===== config.mk =====
export PLATFORM = sky130hd
export DESIGN_NAME = table_walk_bus_yield
export DESIGN_NICKNAME = d
export VERILOG_FILES = /design/src/include/tw_pkg.sv /design/src/include/yield_if.sv /design/src/verilog/lbus_yield.sv /design/src/verilog/table_walk_bus_yield.sv
export SDC_FILE = /design/constraint.sdc
export NUM_CORES = 1
export LEC_CHECK = 0
export BUFFER_PORTS_ARGS = -buffer_cell sky130_fd_sc_hd__buf_2
export CAP_MARGIN = 10
export CORE_MARGIN = 8
export CORE_UTILIZATION = 55
export DETAILED_ROUTE_END_ITERATION = 8
export PLACE_DENSITY = 0.87
export SETUP_SLACK_MARGIN = 0.2
export SYNTH_ARGS = -nofsm -noshare
export SYNTH_HDL_FRONTEND = slang
export SYNTH_SLANG_ARGS = --single-unit

===== constraint.sdc =====
create_clock -name clk_in -period 12.6 [get_ports clk_in]
set_input_delay 2.52 -clock clk_in [delete_from_list [all_inputs] [get_ports clk_in]]
set_output_delay 2.52 -clock clk_in [all_outputs]
set_load 0.02 [all_outputs]

===== src/include/tw_pkg.sv =====
package tw_pkg;
  // Startup overhead, in clock periods.
  localparam logic [3:0] BASE_START_CYC = 4'h1;
  localparam logic [3:0] ROOT_LIMIT_CYC = 4'h2;
  localparam logic [3:0] NO_EARLY_CYC = 4'h6;
  // Descriptor word layout.
  localparam int DT_LSB = 0;
  localparam int WP_BIT = 2;
  localparam int USED_BIT = 3;
  localparam int MOD_BIT = 4;
  localparam logic [31:0] TBL_ADDR_MASK = 32'hFFFFFFF0;
  localparam logic [1:0] DT_INVALID = 2'h0;
  localparam logic [1:0] DT_PAGE = 2'h1;
  localparam logic [1:0] DT_SHORT = 2'h2;
  localparam logic [1:0] DT_LONG = 2'h3;
  // Index scale as a shift: four or eight bytes per descriptor.
  localparam logic [1:0] SHORT_SHIFT = 2'h2;
  localparam logic [1:0] LONG_SHIFT = 2'h3;
  // Walk sequencer states.
  typedef enum logic [5:0] {
    W_IDLE = 6'h01,
    W_START = 6'h02,
    W_FETCH = 6'h04,
    W_CHECK = 6'h08,
    W_UPDATE = 6'h10,
    W_PARK = 6'h20
  } walk_e;
  // Logical bus yield states.
  typedef enum logic [4:0] {
    Y_IDLE = 5'h01,
    Y_OWN = 5'h02,
    Y_PEND = 5'h04,
    Y_TRI = 5'h08,
    Y_OFF = 5'h10
  } yield_e;
endpackage


===== src/include/yield_if.sv =====
`timescale 1ns/100ps
interface yield_if;
  logic walk_req;
  logic cycle_busy;
  logic grant_in;
  logic grant_out;
  logic ctrl_oe;
  logic ack;
  modport ctrl (input walk_req, input cycle_busy, input grant_in,
                output grant_out, output ctrl_oe, output ack);
  modport walk (output walk_req, output cycle_busy, output grant_in,
                input grant_out, input ctrl_oe, input ack);
endinterface


===== src/verilog/lbus_yield.sv =====
`timescale 1ns/100ps
module lbus_yield (
  input wire logic clk_in,
  input wire logic srst_in,
  yield_if.ctrl yif
);
  tw_pkg::yield_e state;

  // Ownership handshake; every output is a flop written with the state.
  always_ff @(posedge clk_in) begin
    if (srst_in) begin
      state <= tw_pkg::Y_IDLE;
      yif.grant_out <= 1'b0;
      yif.ctrl_oe <= 1'b0;
      yif.ack <= 1'b0;
    end else begin
      case (state)
        tw_pkg::Y_IDLE: begin
          if (yif.walk_req && !yif.grant_in) begin
            state <= tw_pkg::Y_OWN;
            yif.ack <= 1'b1;
            yif.ctrl_oe <= 1'b1;
          end
        end
        tw_pkg::Y_OWN: begin
          if (!yif.walk_req) begin
            state <= tw_pkg::Y_IDLE;
            yif.ack <= 1'b0;
            yif.ctrl_oe <= 1'b0;
          end else if (yif.grant_in) begin
            state <= tw_pkg::Y_PEND;
            yif.grant_out <= 1'b1;
          end
        end
        tw_pkg::Y_PEND: begin
          // The cycle in flight is allowed to end before anything floats.
          if (!yif.cycle_busy) begin
            state <= tw_pkg::Y_TRI;
            yif.ctrl_oe <= 1'b0;
          end
        end
        tw_pkg::Y_TRI: begin
          state <= tw_pkg::Y_OFF;
          yif.ack <= 1'b0;
          yif.grant_out <= 1'b0;
        end
        tw_pkg::Y_OFF: begin
          if (!yif.grant_in) begin
            state <= yif.walk_req ? tw_pkg::Y_OWN : tw_pkg::Y_IDLE;
            yif.ack <= yif.walk_req;
            yif.ctrl_oe <= yif.walk_req;
          end
        end
        default: begin
          state <= tw_pkg::Y_IDLE;
          yif.grant_out <= 1'b0;
          yif.ctrl_oe <= 1'b0;
          yif.ack <= 1'b0;
        end
      endcase
    end
  end
endmodule // lbus_yield


===== src/verilog/table_walk_bus_yield.sv =====
`timescale 1ns/100ps
// Summary of operation
// - Keep walking until grant in, then grant out.
// - On a yield, float shared lines before dropping grant acknowledge.
// - Miss walk waits for master retry after yield.
// - Resume if undisturbed, else restart whole walk.
// - Instruction walks resume or restart automatically.
// - No function code level adds two cycles.
// - Start on miss, instruction, or module call.
// - Upper bits index pages, lower bits offset.
// - Walk starts at root pointer physical address.
// - Protection and usage taken from table entries.
// - Page used-only update is read-modify-write.
// - Early startup disabled adds six cycles.
// - Index scaled four or eight by format.
module table_walk_bus_yield (
  input wire logic clk_in,
  input wire logic srst_in,
  input wire logic miss_req_in,
  input wire logic instr_req_in,
  input wire logic modcall_req_in,
  input wire logic retry_in,
  input wire logic other_op_in,
  input wire logic write_access_in,
  input wire logic [31:0] logic_addr_in,
  input wire logic [2:0] fc_in,
  input wire logic [31:0] root_ptr_in,
  input wire logic root_long_in,
  input wire logic fc_lookup_in,
  input wire logic early_start_in,
  input wire logic [4:0] page_shift_in,
  input wire logic [2:0] addr_levels_in,
  input wire logic [3:0] idx_bits_in,
  input wire logic lbus_grant_in,
  input wire logic mem_done_in,
  input wire logic [31:0] mem_rdata_in,
  output logic lbus_grant_out,
  output logic lbus_grant_ack_out,
  output logic ctrl_oe_out,
  output logic mem_req_out,
  output logic mem_we_out,
  output logic mem_rmw_out,
  output logic [31:0] mem_addr_out,
  output logic [31:0] mem_wdata_out,
  output logic walk_done_out,
  output logic walk_fault_out,
  output logic write_prot_out,
  output logic [31:0] phys_addr_out,
  output logic busy_out
);
  // Local alias for the descriptor type field position; declared before its first use.
  localparam int DT_LSB = tw_pkg::DT_LSB;

  function automatic logic [31:0] page_mask(input logic [4:0] m);
    return (32'h1 << m) - 32'h1;
  endfunction

  function automatic logic [31:0] level_index(input logic [31:0] pa, input logic [2:0] n,
                                              input logic [2:0] k, input logic [3:0] b);
    logic [5:0] sh;
    sh = 6'(n - k - 3'h1) * 6'(b);
    return (pa >> sh) & ((32'h1 << b) - 32'h1);
  endfunction

  yield_if yif ();
  lbus_yield u_yield (.clk_in(clk_in), .srst_in(srst_in), .yif(yif));

  tw_pkg::walk_e state;
  logic [3:0] cnt;
  logic [2:0] lvl;
  logic [31:0] tbl_base;
  logic fmt_long;
  logic [31:0] desc;
  logic [31:0] addr;
  logic [2:0] fc;
  logic wr;
  logic src_instr;
  logic dirty;
  logic fc_lvl;
  logic [2:0] total;
  logic last_lvl;
  logic page_lvl;
  logic set_m;
  logic need_upd;
  logic may_issue;
  logic any_req;
  logic go_start;
  logic go_resume;
  logic [31:0] idx;
  logic [3:0] start_len;

  // Page address is the logical address above the in-page offset.
  assign fc_lvl = fc_lookup_in && (lvl == 3'h0);
  assign total = addr_levels_in + {2'h0, fc_lookup_in};
  assign last_lvl = (lvl == total - 3'h1);
  assign idx = fc_lvl ? {29'h0, fc} : level_index(addr >> page_shift_in, addr_levels_in,
                 lvl - {2'h0, fc_lookup_in}, idx_bits_in);
  assign page_lvl = (desc[DT_LSB+:2] == tw_pkg::DT_PAGE) || last_lvl;
  assign set_m = page_lvl && wr && !desc[tw_pkg::MOD_BIT];
  assign need_upd = !desc[tw_pkg::USED_BIT] || set_m;
  // A new cycle may start only while owning and with no yield pending.
  assign may_issue = yif.ack && !yif.grant_out;
  assign any_req = miss_req_in || instr_req_in || modcall_req_in;
  assign start_len = tw_pkg::BASE_START_CYC
                   + (early_start_in ? 4'h0 : tw_pkg::NO_EARLY_CYC)
                   + (fc_lookup_in ? 4'h0 : tw_pkg::ROOT_LIMIT_CYC);

  // Leaving the parked state: instruction walks go on their own, miss walks need a retry.
  always_comb begin
    go_resume = 1'b0;
    if (state == tw_pkg::W_PARK) begin
      if (src_instr) begin
        go_resume = yif.ack && !yif.grant_out;
      end else begin
        go_resume = retry_in && !yif.grant_out;
      end
    end
    go_start = ((state == tw_pkg::W_IDLE) && any_req)
             || (go_resume && (dirty || other_op_in));
  end

  assign yif.walk_req = (state != tw_pkg::W_IDLE) && ((state != tw_pkg::W_PARK) || src_instr);
  assign yif.cycle_busy = mem_req_out;
  assign yif.grant_in = lbus_grant_in;
  assign lbus_grant_out = yif.grant_out;
  assign lbus_grant_ack_out = yif.ack;
  assign ctrl_oe_out = yif.ctrl_oe;

  // Request capture; held through parking so a retry finds the same page.
  always_ff @(posedge clk_in) begin
    if (srst_in) begin
      addr <= 32'h0;
      fc <= 3'h0;
      wr <= 1'b0;
      src_instr <= 1'b0;
    end else if ((state == tw_pkg::W_IDLE) && any_req) begin
      addr <= logic_addr_in;
      fc <= fc_in;
      wr <= write_access_in;
      src_instr <= instr_req_in;
    end
  end

  // Anything needing internal work while parked spoils the partial walk.
  always_ff @(posedge clk_in) begin
    if (srst_in || go_start) begin
      dirty <= 1'b0;
    end else if (state == tw_pkg::W_PARK) begin
      dirty <= dirty || other_op_in;
    end
  end

  // Walk sequencer with its bus cycles.
  always_ff @(posedge clk_in) begin
    if (srst_in) begin
      state <= tw_pkg::W_IDLE;
      cnt <= 4'h0;
      lvl <= 3'h0;
      tbl_base <= 32'h0;
      fmt_long <= 1'b0;
      desc <= 32'h0;
      mem_req_out <= 1'b0;
      mem_we_out <= 1'b0;
      mem_rmw_out <= 1'b0;
      mem_addr_out <= 32'h0;
      mem_wdata_out <= 32'h0;
      walk_done_out <= 1'b0;
      walk_fault_out <= 1'b0;
      write_prot_out <= 1'b0;
      phys_addr_out <= 32'h0;
    end else begin
      walk_done_out <= 1'b0;
      if (go_start) begin
        state <= tw_pkg::W_START;
        cnt <= start_len;
        lvl <= 3'h0;
        tbl_base <= root_ptr_in;
        fmt_long <= root_long_in;
        write_prot_out <= 1'b0;
      end else begin
        case (state)
          tw_pkg::W_IDLE: begin
          end
          tw_pkg::W_START: begin
            cnt <= cnt - 4'h1;
            if (cnt == 4'h1) begin
              state <= tw_pkg::W_FETCH;
            end
          end
          tw_pkg::W_FETCH: begin
            if (mem_req_out) begin
              if (mem_done_in) begin
                mem_req_out <= 1'b0;
                desc <= mem_rdata_in;
                state <= tw_pkg::W_CHECK;
              end
            end else if (yif.grant_out) begin
              state <= tw_pkg::W_PARK;
            end else if (may_issue) begin
              mem_req_out <= 1'b1;
              mem_we_out <= 1'b0;
              mem_rmw_out <= 1'b0;
              mem_addr_out <= tbl_base + (idx << (fmt_long ? tw_pkg::LONG_SHIFT
                                                           : tw_pkg::SHORT_SHIFT));
            end
          end
          tw_pkg::W_CHECK: begin
            if (desc[DT_LSB+:2] == tw_pkg::DT_INVALID) begin
              walk_fault_out <= 1'b1;
              walk_done_out <= 1'b1;
              state <= tw_pkg::W_IDLE;
            end else if (need_upd) begin
              // Both bits at once go as a plain write; used-only on a page is atomic.
              mem_wdata_out <= desc | (32'h1 << tw_pkg::USED_BIT)
                                    | (set_m ? (32'h1 << tw_pkg::MOD_BIT) : 32'h0);
              mem_rmw_out <= page_lvl && !set_m;
              state <= tw_pkg::W_UPDATE;
            end else if (page_lvl) begin
              write_prot_out <= write_prot_out || desc[tw_pkg::WP_BIT];
              phys_addr_out <= (desc & ~page_mask(page_shift_in))
                             | (addr & page_mask(page_shift_in));
              walk_fault_out <= 1'b0;
              walk_done_out <= 1'b1;
              state <= tw_pkg::W_IDLE;
            end else begin
              write_prot_out <= write_prot_out || desc[tw_pkg::WP_BIT];
              tbl_base <= desc & tw_pkg::TBL_ADDR_MASK;
              fmt_long <= (desc[DT_LSB+:2] == tw_pkg::DT_LONG);
              lvl <= lvl + 3'h1;
              state <= tw_pkg::W_FETCH;
            end
          end
          tw_pkg::W_UPDATE: begin
            if (mem_req_out) begin
              if (mem_done_in) begin
                mem_req_out <= 1'b0;
                desc <= mem_wdata_out;
                state <= tw_pkg::W_CHECK;
              end
            end else if (yif.grant_out) begin
              state <= tw_pkg::W_PARK;
            end else if (may_issue) begin
              mem_req_out <= 1'b1;
              mem_we_out <= 1'b1;
            end
          end
          tw_pkg::W_PARK: begin
            if (go_resume) begin
              state <= tw_pkg::W_FETCH;
            end
          end
          default: begin
            state <= tw_pkg::W_IDLE;
          end
        endcase
      end
    end
  end

  // Busy flag is registered so the port comes straight from a flop.
  always_ff @(posedge clk_in) begin
    if (srst_in) begin
      busy_out <= 1'b0;
    end else begin
      busy_out <= (state != tw_pkg::W_IDLE) || any_req;
    end
  end
endmodule // table_walk_bus_yield


==> results of run 1 <==
[routing by layer]
| layer | up-vias | GRT usage | share of wire |
|---|---|---|---|
| met1 | 8363 | 0.433 | 0.39 |
| met5 | - | 0 | 0.00022 |
| met2 | 1155 | 0.522 | 0.45 |
| met4 | 2 | 0.162 | 0.053 |
| li1 | 7968 | - | - |
| met3 | 205 | 0.0717 | 0.11 |
[where the power goes]
part | switching [W] | leakage (nW) | internal, W
Combinational | 0.000971 | 5.14 | 0.000561
Clock | 0.000312 | 0.401 | 0.000417
Sequential | 0.000176 | 1.85 | 0.000815
Total | 0.00146 | 7.39 | 0.00179
[path summary, 6_finish.rpt]
kind                            slack [ns]               end            start  depth (start not counted)
worst max-delay path                  2.41  mem_addr_out[29]     fc_lookup_in                         31
worst min-delay path                  0.45   mem_addr_out[9]  mem_addr_out[9]                          2
worst max register to register        4.05  mem_addr_out[29]           lvl[0]                         31
worst min register to register        0.45   mem_addr_out[9]  mem_addr_out[9]                          2
[kinds of logic after synthesis]
group / share of synthesized area
AO/OA/AOI/OAI: 0.250
XOR/XNOR: 0.0265
adder cells (fa/ha/maj): 0.0470
buffers and inverters: 0.0545
flip-flops: 0.275
multiplexers: 0.128
AND/OR/NAND/NOR: 0.219
[synth_stat cells, drive strengths merged, types with 32 or more instances]
master,n,area (µm²)
inv,42,158
dfxtp,227,4540
nor3,32,160
o21ai,66,334
ha,51,638
nor2,223,840
buf,40,251
nand2,367,1380
mux2i,90,901
a211oi,79,593
a311oi,47,412
a21oi,182,915
mux4,43,1000
nand3,53,265
clkbuf,129,485
[area by class of cell]
cell class,instances,area (µm²),area share
Multi-Input combinational cell,1672,11200,0.601
Sequential cell,227,4540,0.245
Timing Repair Buffer,257,1390,0.0747
Clock buffer,33,706,0.0380
Tap cell,390,488,0.0263
Inverter,44,165,0.00890
Clock inverter,10,108,0.00580
[through the flow]
| step | setup WS (ns) | utilization |
|---|---|---|
| after CTS | 2.63 | 0.625 |
| after global placement | 2.26 | 0.598 |
| after floorplan | 2.93 | - |
| after global routing | 1.88 | 0.626 |
| after detailed placement | 2.11 | 0.598 |
| final | 2.41 | 0.626 |
[registers in the layout (all words and copies together), names as in the netlist, 3 cells and up]
name / count
cnt: 4
mem_addr_out: 32
fc: 3
desc: 32
phys_addr_out: 32
lvl: 3
u_yield.state: 5
mem_wdata_out: 32
addr: 32
state: 6
tbl_base: 32
[worst max-delay path: cells and delay by family]
| family | cells | cell delay [ns] |
|---|---|---|
| AOI/OAI and AO/OA | 12 | 3.26 |
| adders and majority gates | 8 | 3.16 |
| buffers and inverters | 9 | 1.20 |
| xor gates and xnor gates | 1 | 0.44 |
| and+or+nand+nor | 1 | 0.08 |
==> impl_metrics.tcl, run 1 <==
set metrics [dict create \
    hold_slack_ns 0.445 \
    core_region_area_mm2 0.0296 \
    dpl.cell_count 2589 \
    insertion_delay_ns 0.56 \
    final_area_mm2 0.0186 \
    final_common_cell "nand2_1" \
    layout-drive-gt1-share 0.175 \
    critPathMaxFanout 29 \
    vdd_drop_max_uv 111 \
    placementRows 63 \
    drt-initial-drc-count 2225 \
    final_cell_mix "nand2_1 (367), dfxtp_1 (227), buf_2 (227), nor2_1 (219), a21oi_1 (181)" \
    synthCells 2112 \
    p_per_area_mw_per_mm2 175 \
    yosysSeqAreaShare 0.275 \
    fp.dieH_um 189 \
    ys_seq_elements 227 \
    clk_pin_slew_ns 0.06 \
    die_x_um 189 \
    hp-class "reg2reg" \
    htree_levels 1 \
    clock_sinks 227 \
    num_vias 17700 \
    arrival_ns 10.69 \
    grt_overflow 0 \
    period_share 0.808 \
    nNetsFinal 2409 \
    synth_nets 2294 \
    timing.setup.tns_ns 0 \
    rsz0062_at_grt "false" \
    max_freq_mhz 98.2 \
    numPortBuffers 229 \
    die_area_mm2 0.0359 \
    yosys_warnings 0 \
    total_power_w 0.00325 \
    grt_first_pass_wirelength_mm 96.1 \
    start_util 0.558 \
    synthArstFlopShare 0 \
    finalSetupViolations 0 \
    via_per_inst 6.72 \
    critPathSlowestCell "fa_1" \
    startpoint_type "primary input" \
    drc 0 \
    nFillCells 2590 \
    cts_resized 0 \
    cpPeakStageDelay_ns 0.57 \
    post-dp-hpwl_mm 46.3 \
    routabilityCongestion 0.981 \
    cts-root-buf "clkbuf_16" \
    drv_slew 0 \
    track_usage 0.334 \
    wirelength_mm 63.2 \
    ant_nets 0 \
    synth.avg_cell_area_um2 7.83 \
    status "complete, no violations" \
    diodes 0 \
    grt_pass1_vias 16800 \
    io_pins 230 \
    max_cap_viol_count 0 \
    ctsHoldBuffers 0 \
    antenna_found_initial 1 \
    placed_cell_area_mm2 0.0177 \
    grt_max_degree 128 \
    cts_made_buffers 25 \
    syn_to_final_growth_pct 12.2 \
    cts_tree "done" \
    ys_types 96 \
    cts_setup_buffers 0 \
    slew-limit-headroom 0.227 \
    tightest_slew_ns 1.15 \
    fin_cells 2633 \
    endpoint_kind "register" \
    critical_path_required_ns 13.10 \
    synthFlopType "dfxtp_1" \
    min_period_ns 10.19 \
    hold_viol 0 \
    cellLeakagePower_nw 7.39 \
    first_pass_iters 9 \
    synth-edff-count 0 \
    wl_per_cell_um 24.0 \
    cts_buffer_depth 3 \
    netlist_area_mm2 0.0165 \
    path_class "in2reg" \
    finClkSkew_ns 0.0375 \
]
Note: power is estimated with default switching activity, not from simulation.
==> inputs of run 2 (changes only) <==
==> constraint.sdc (replaced) <==
create_clock -name clk_in -period 10.4 [get_ports clk_in]
set_input_delay 2.08 -clock clk_in [delete_from_list [all_inputs] [get_ports clk_in]]
set_output_delay 2.08 -clock clk_in [all_outputs]
set_load 0.02 [all_outputs]
==> run 2 against run 1 <==
  * Global-route usage is 0.11 points higher
  * Final cell count hardly changed
  * Hold slack better by 0.0017 ns
  * First-iteration DRC count is 8.9% higher
  * Critical path type unchanged
  * Largest cell class unchanged
==> impl_metrics.tcl, run 2 (synthesis gave the netlist of run 1 again) <==
set metrics [dict create \
    status "complete, no violations" \
    placementRows 63 \
    arrival_ns 10.12 \
    antenna_found_initial 0 \
    dpl.cell_count 2592 \
    hp-class "reg2reg" \
    finClkSkew_ns 0.0193 \
    cts_setup_buffers 0 \
    tightest_slew_ns 1.22 \
    clock_sinks 227 \
    wirelength_mm 63.2 \
    power_switching_w 0.00180 \
    cellLeakagePower_nw 7.39 \
    startpoint_type "primary input" \
    p_int_w 0.00219 \
    swShare 0.450 \
    post-dp-hpwl_mm 46.4 \
    insertion_delay_ns 0.56 \
    period_share 0.931 \
    grt_first_pass_wirelength_mm 96.9 \
    endpoint "mem_addr_out[29]" \
    ff2ff_path_depth 34 \
    grt_pass1_vias 17100 \
    r2r_slack_ns 1.93 \
    regArea_mm2 0.00454 \
    wl_met1_mm 24.5 \
    crit_buf_inv 7 \
    die_x_um 189 \
    grt_max_degree 114 \
    cpPeakStageDelay_ns 0.52 \
    drt-initial-drc-count 2423 \
    min_period_ns 9.68 \
    max_freq_mhz 103 \
    critPathLaunch "fc_lookup_in" \
    critPathMaxFanout 11 \
    start_util 0.558 \
    die_area_mm2 0.0359 \
    drc 0 \
    final_common_cell "nand2_1" \
    routed-wl-met3_mm 7.33 \
    via_per_inst 6.73 \
    crit_family "adder cells" \
    p_comb_frac 0.468 \
    met2_length_mm 28.0 \
    fp.dieH_um 189 \
    crit-reg2reg-launch "lvl[0]" \
    drv_slew 0 \
    p_per_area_mw_per_mm2 215 \
    layout-drive-gt1-share 0.176 \
    timing.rr.end "mem_addr_out[29]" \
    cts_resized 0 \
    syn_to_final_growth_pct 12.2 \
    final_cell_mix "nand2_1 (367), buf_2 (228), dfxtp_1 (227), nor2_1 (219), a21oi_1 (181)" \
    multi_input_area_mm2 0.0112 \
    htree_levels 1 \
    clkPwrFrac 0.231 \
    nNetsFinal 2411 \
    cp.depth 34 \
    finalSetupViolations 0 \
    hold_viol 0 \
    clk_pin_slew_ns 0.06 \
    core_region_area_mm2 0.0296 \
    routabilityCongestion 1.03 \
    top_layer "met4" \
    critical_path_required_ns 10.85 \
    rsz0062_at_grt "false" \
    timing.setup.tns_ns 0 \
    endpoint_kind "register" \
    nFillCells 2607 \
    cts_buffer_depth 3 \
    track_usage 0.335 \
    diodes 0 \
    ctsHoldBuffers 0 \
    cts_tree "done" \
    vdd_drop_max_uv 117 \
    first_pass_iters 6 \
    wl_per_cell_um 24.0 \
    cts_made_buffers 25 \
    pwr-share-seq 0.301 \
    grt_overflow 0 \
    fin_cells 2635 \
    ant_nets 0 \
    path_class "in2reg" \
    cts-root-buf "clkbuf_16" \
    slew-limit-headroom 0.186 \
    max_cap_viol_count 0 \
    num_vias 17700 \
    numPortBuffers 229 \
    io_pins 230 \
    critPathSlowestCell "fa_1" \
]
==> run 2: how the worst min path moves through the flow <==
stage,from,end,slack (ns),cells after the start
after floorplan,dirty,dirty,0.43,2
after global routing,mem_addr_out[0],mem_addr_out[0],0.47,2
after global placement,mem_addr_out[24],mem_addr_out[24],0.44,2
after CTS,mem_addr_out[24],mem_addr_out[24],0.45,2
final,mem_addr_out[24],mem_addr_out[24],0.45,2
after detailed placement,mem_addr_out[24],mem_addr_out[24],0.44,2
==> run 2: routing by layer <==
layer  GRT usage  vias up
met4       0.164        0
met5           0        -
li1            -     7986
met1       0.423     8318
met3      0.0846      224
met2       0.527     1218
==> run 2: layout make-up <==
type                       count  area share
tap                          390      0.0263
clock buffer                  32      0.0373
sequential                   227       0.245
multi-input combinational   1672       0.601
inverter                      44     0.00890
timing repair buffer         259      0.0742
clock inverter                11     0.00735
==> run 2: through the flow <==
stage	setup WS, ns	total power [W]	hold slack [ns]	util	area, µm²
after global placement	0.647	0.00297	0.437	0.598	17700
after detailed placement	0.311	0.00300	0.442	0.598	17700
after CTS	0.821	0.00392	0.450	0.626	18600
after floorplan	1.17	0.00243	0.432	-	16500
after global routing	0.335	0.00417	0.469	0.626	18600
final	0.723	0.00399	0.447	0.626	18600
==> run 2: power by group through the flow <==
stage / logic [W] / clock network, W / registers, W
after global routing: 0.00201 / 0.000960 / 0.00120
final: 0.00187 / 0.000922 / 0.00120
after detailed placement: 0.00180 / 0 / 0.00120
after floorplan: 0.00135 / 0 / 0.00109
after global placement: 0.00178 / 0 / 0.00120
after CTS: 0.00182 / 0.000923 / 0.00118
==> run 2: worst register-to-register path, delay by kind of cell, from the launching register on <==
kind,cells,cell delay (ns)
adders and majority gates,8,2.77
buffers and inverters,7,0.64
DFF,1,0.40
AOI/OAI and AO/OA,11,2.54
xor gates and xnor gates,2,0.90
muxes,2,0.57
and+or+nand+nor,4,0.52
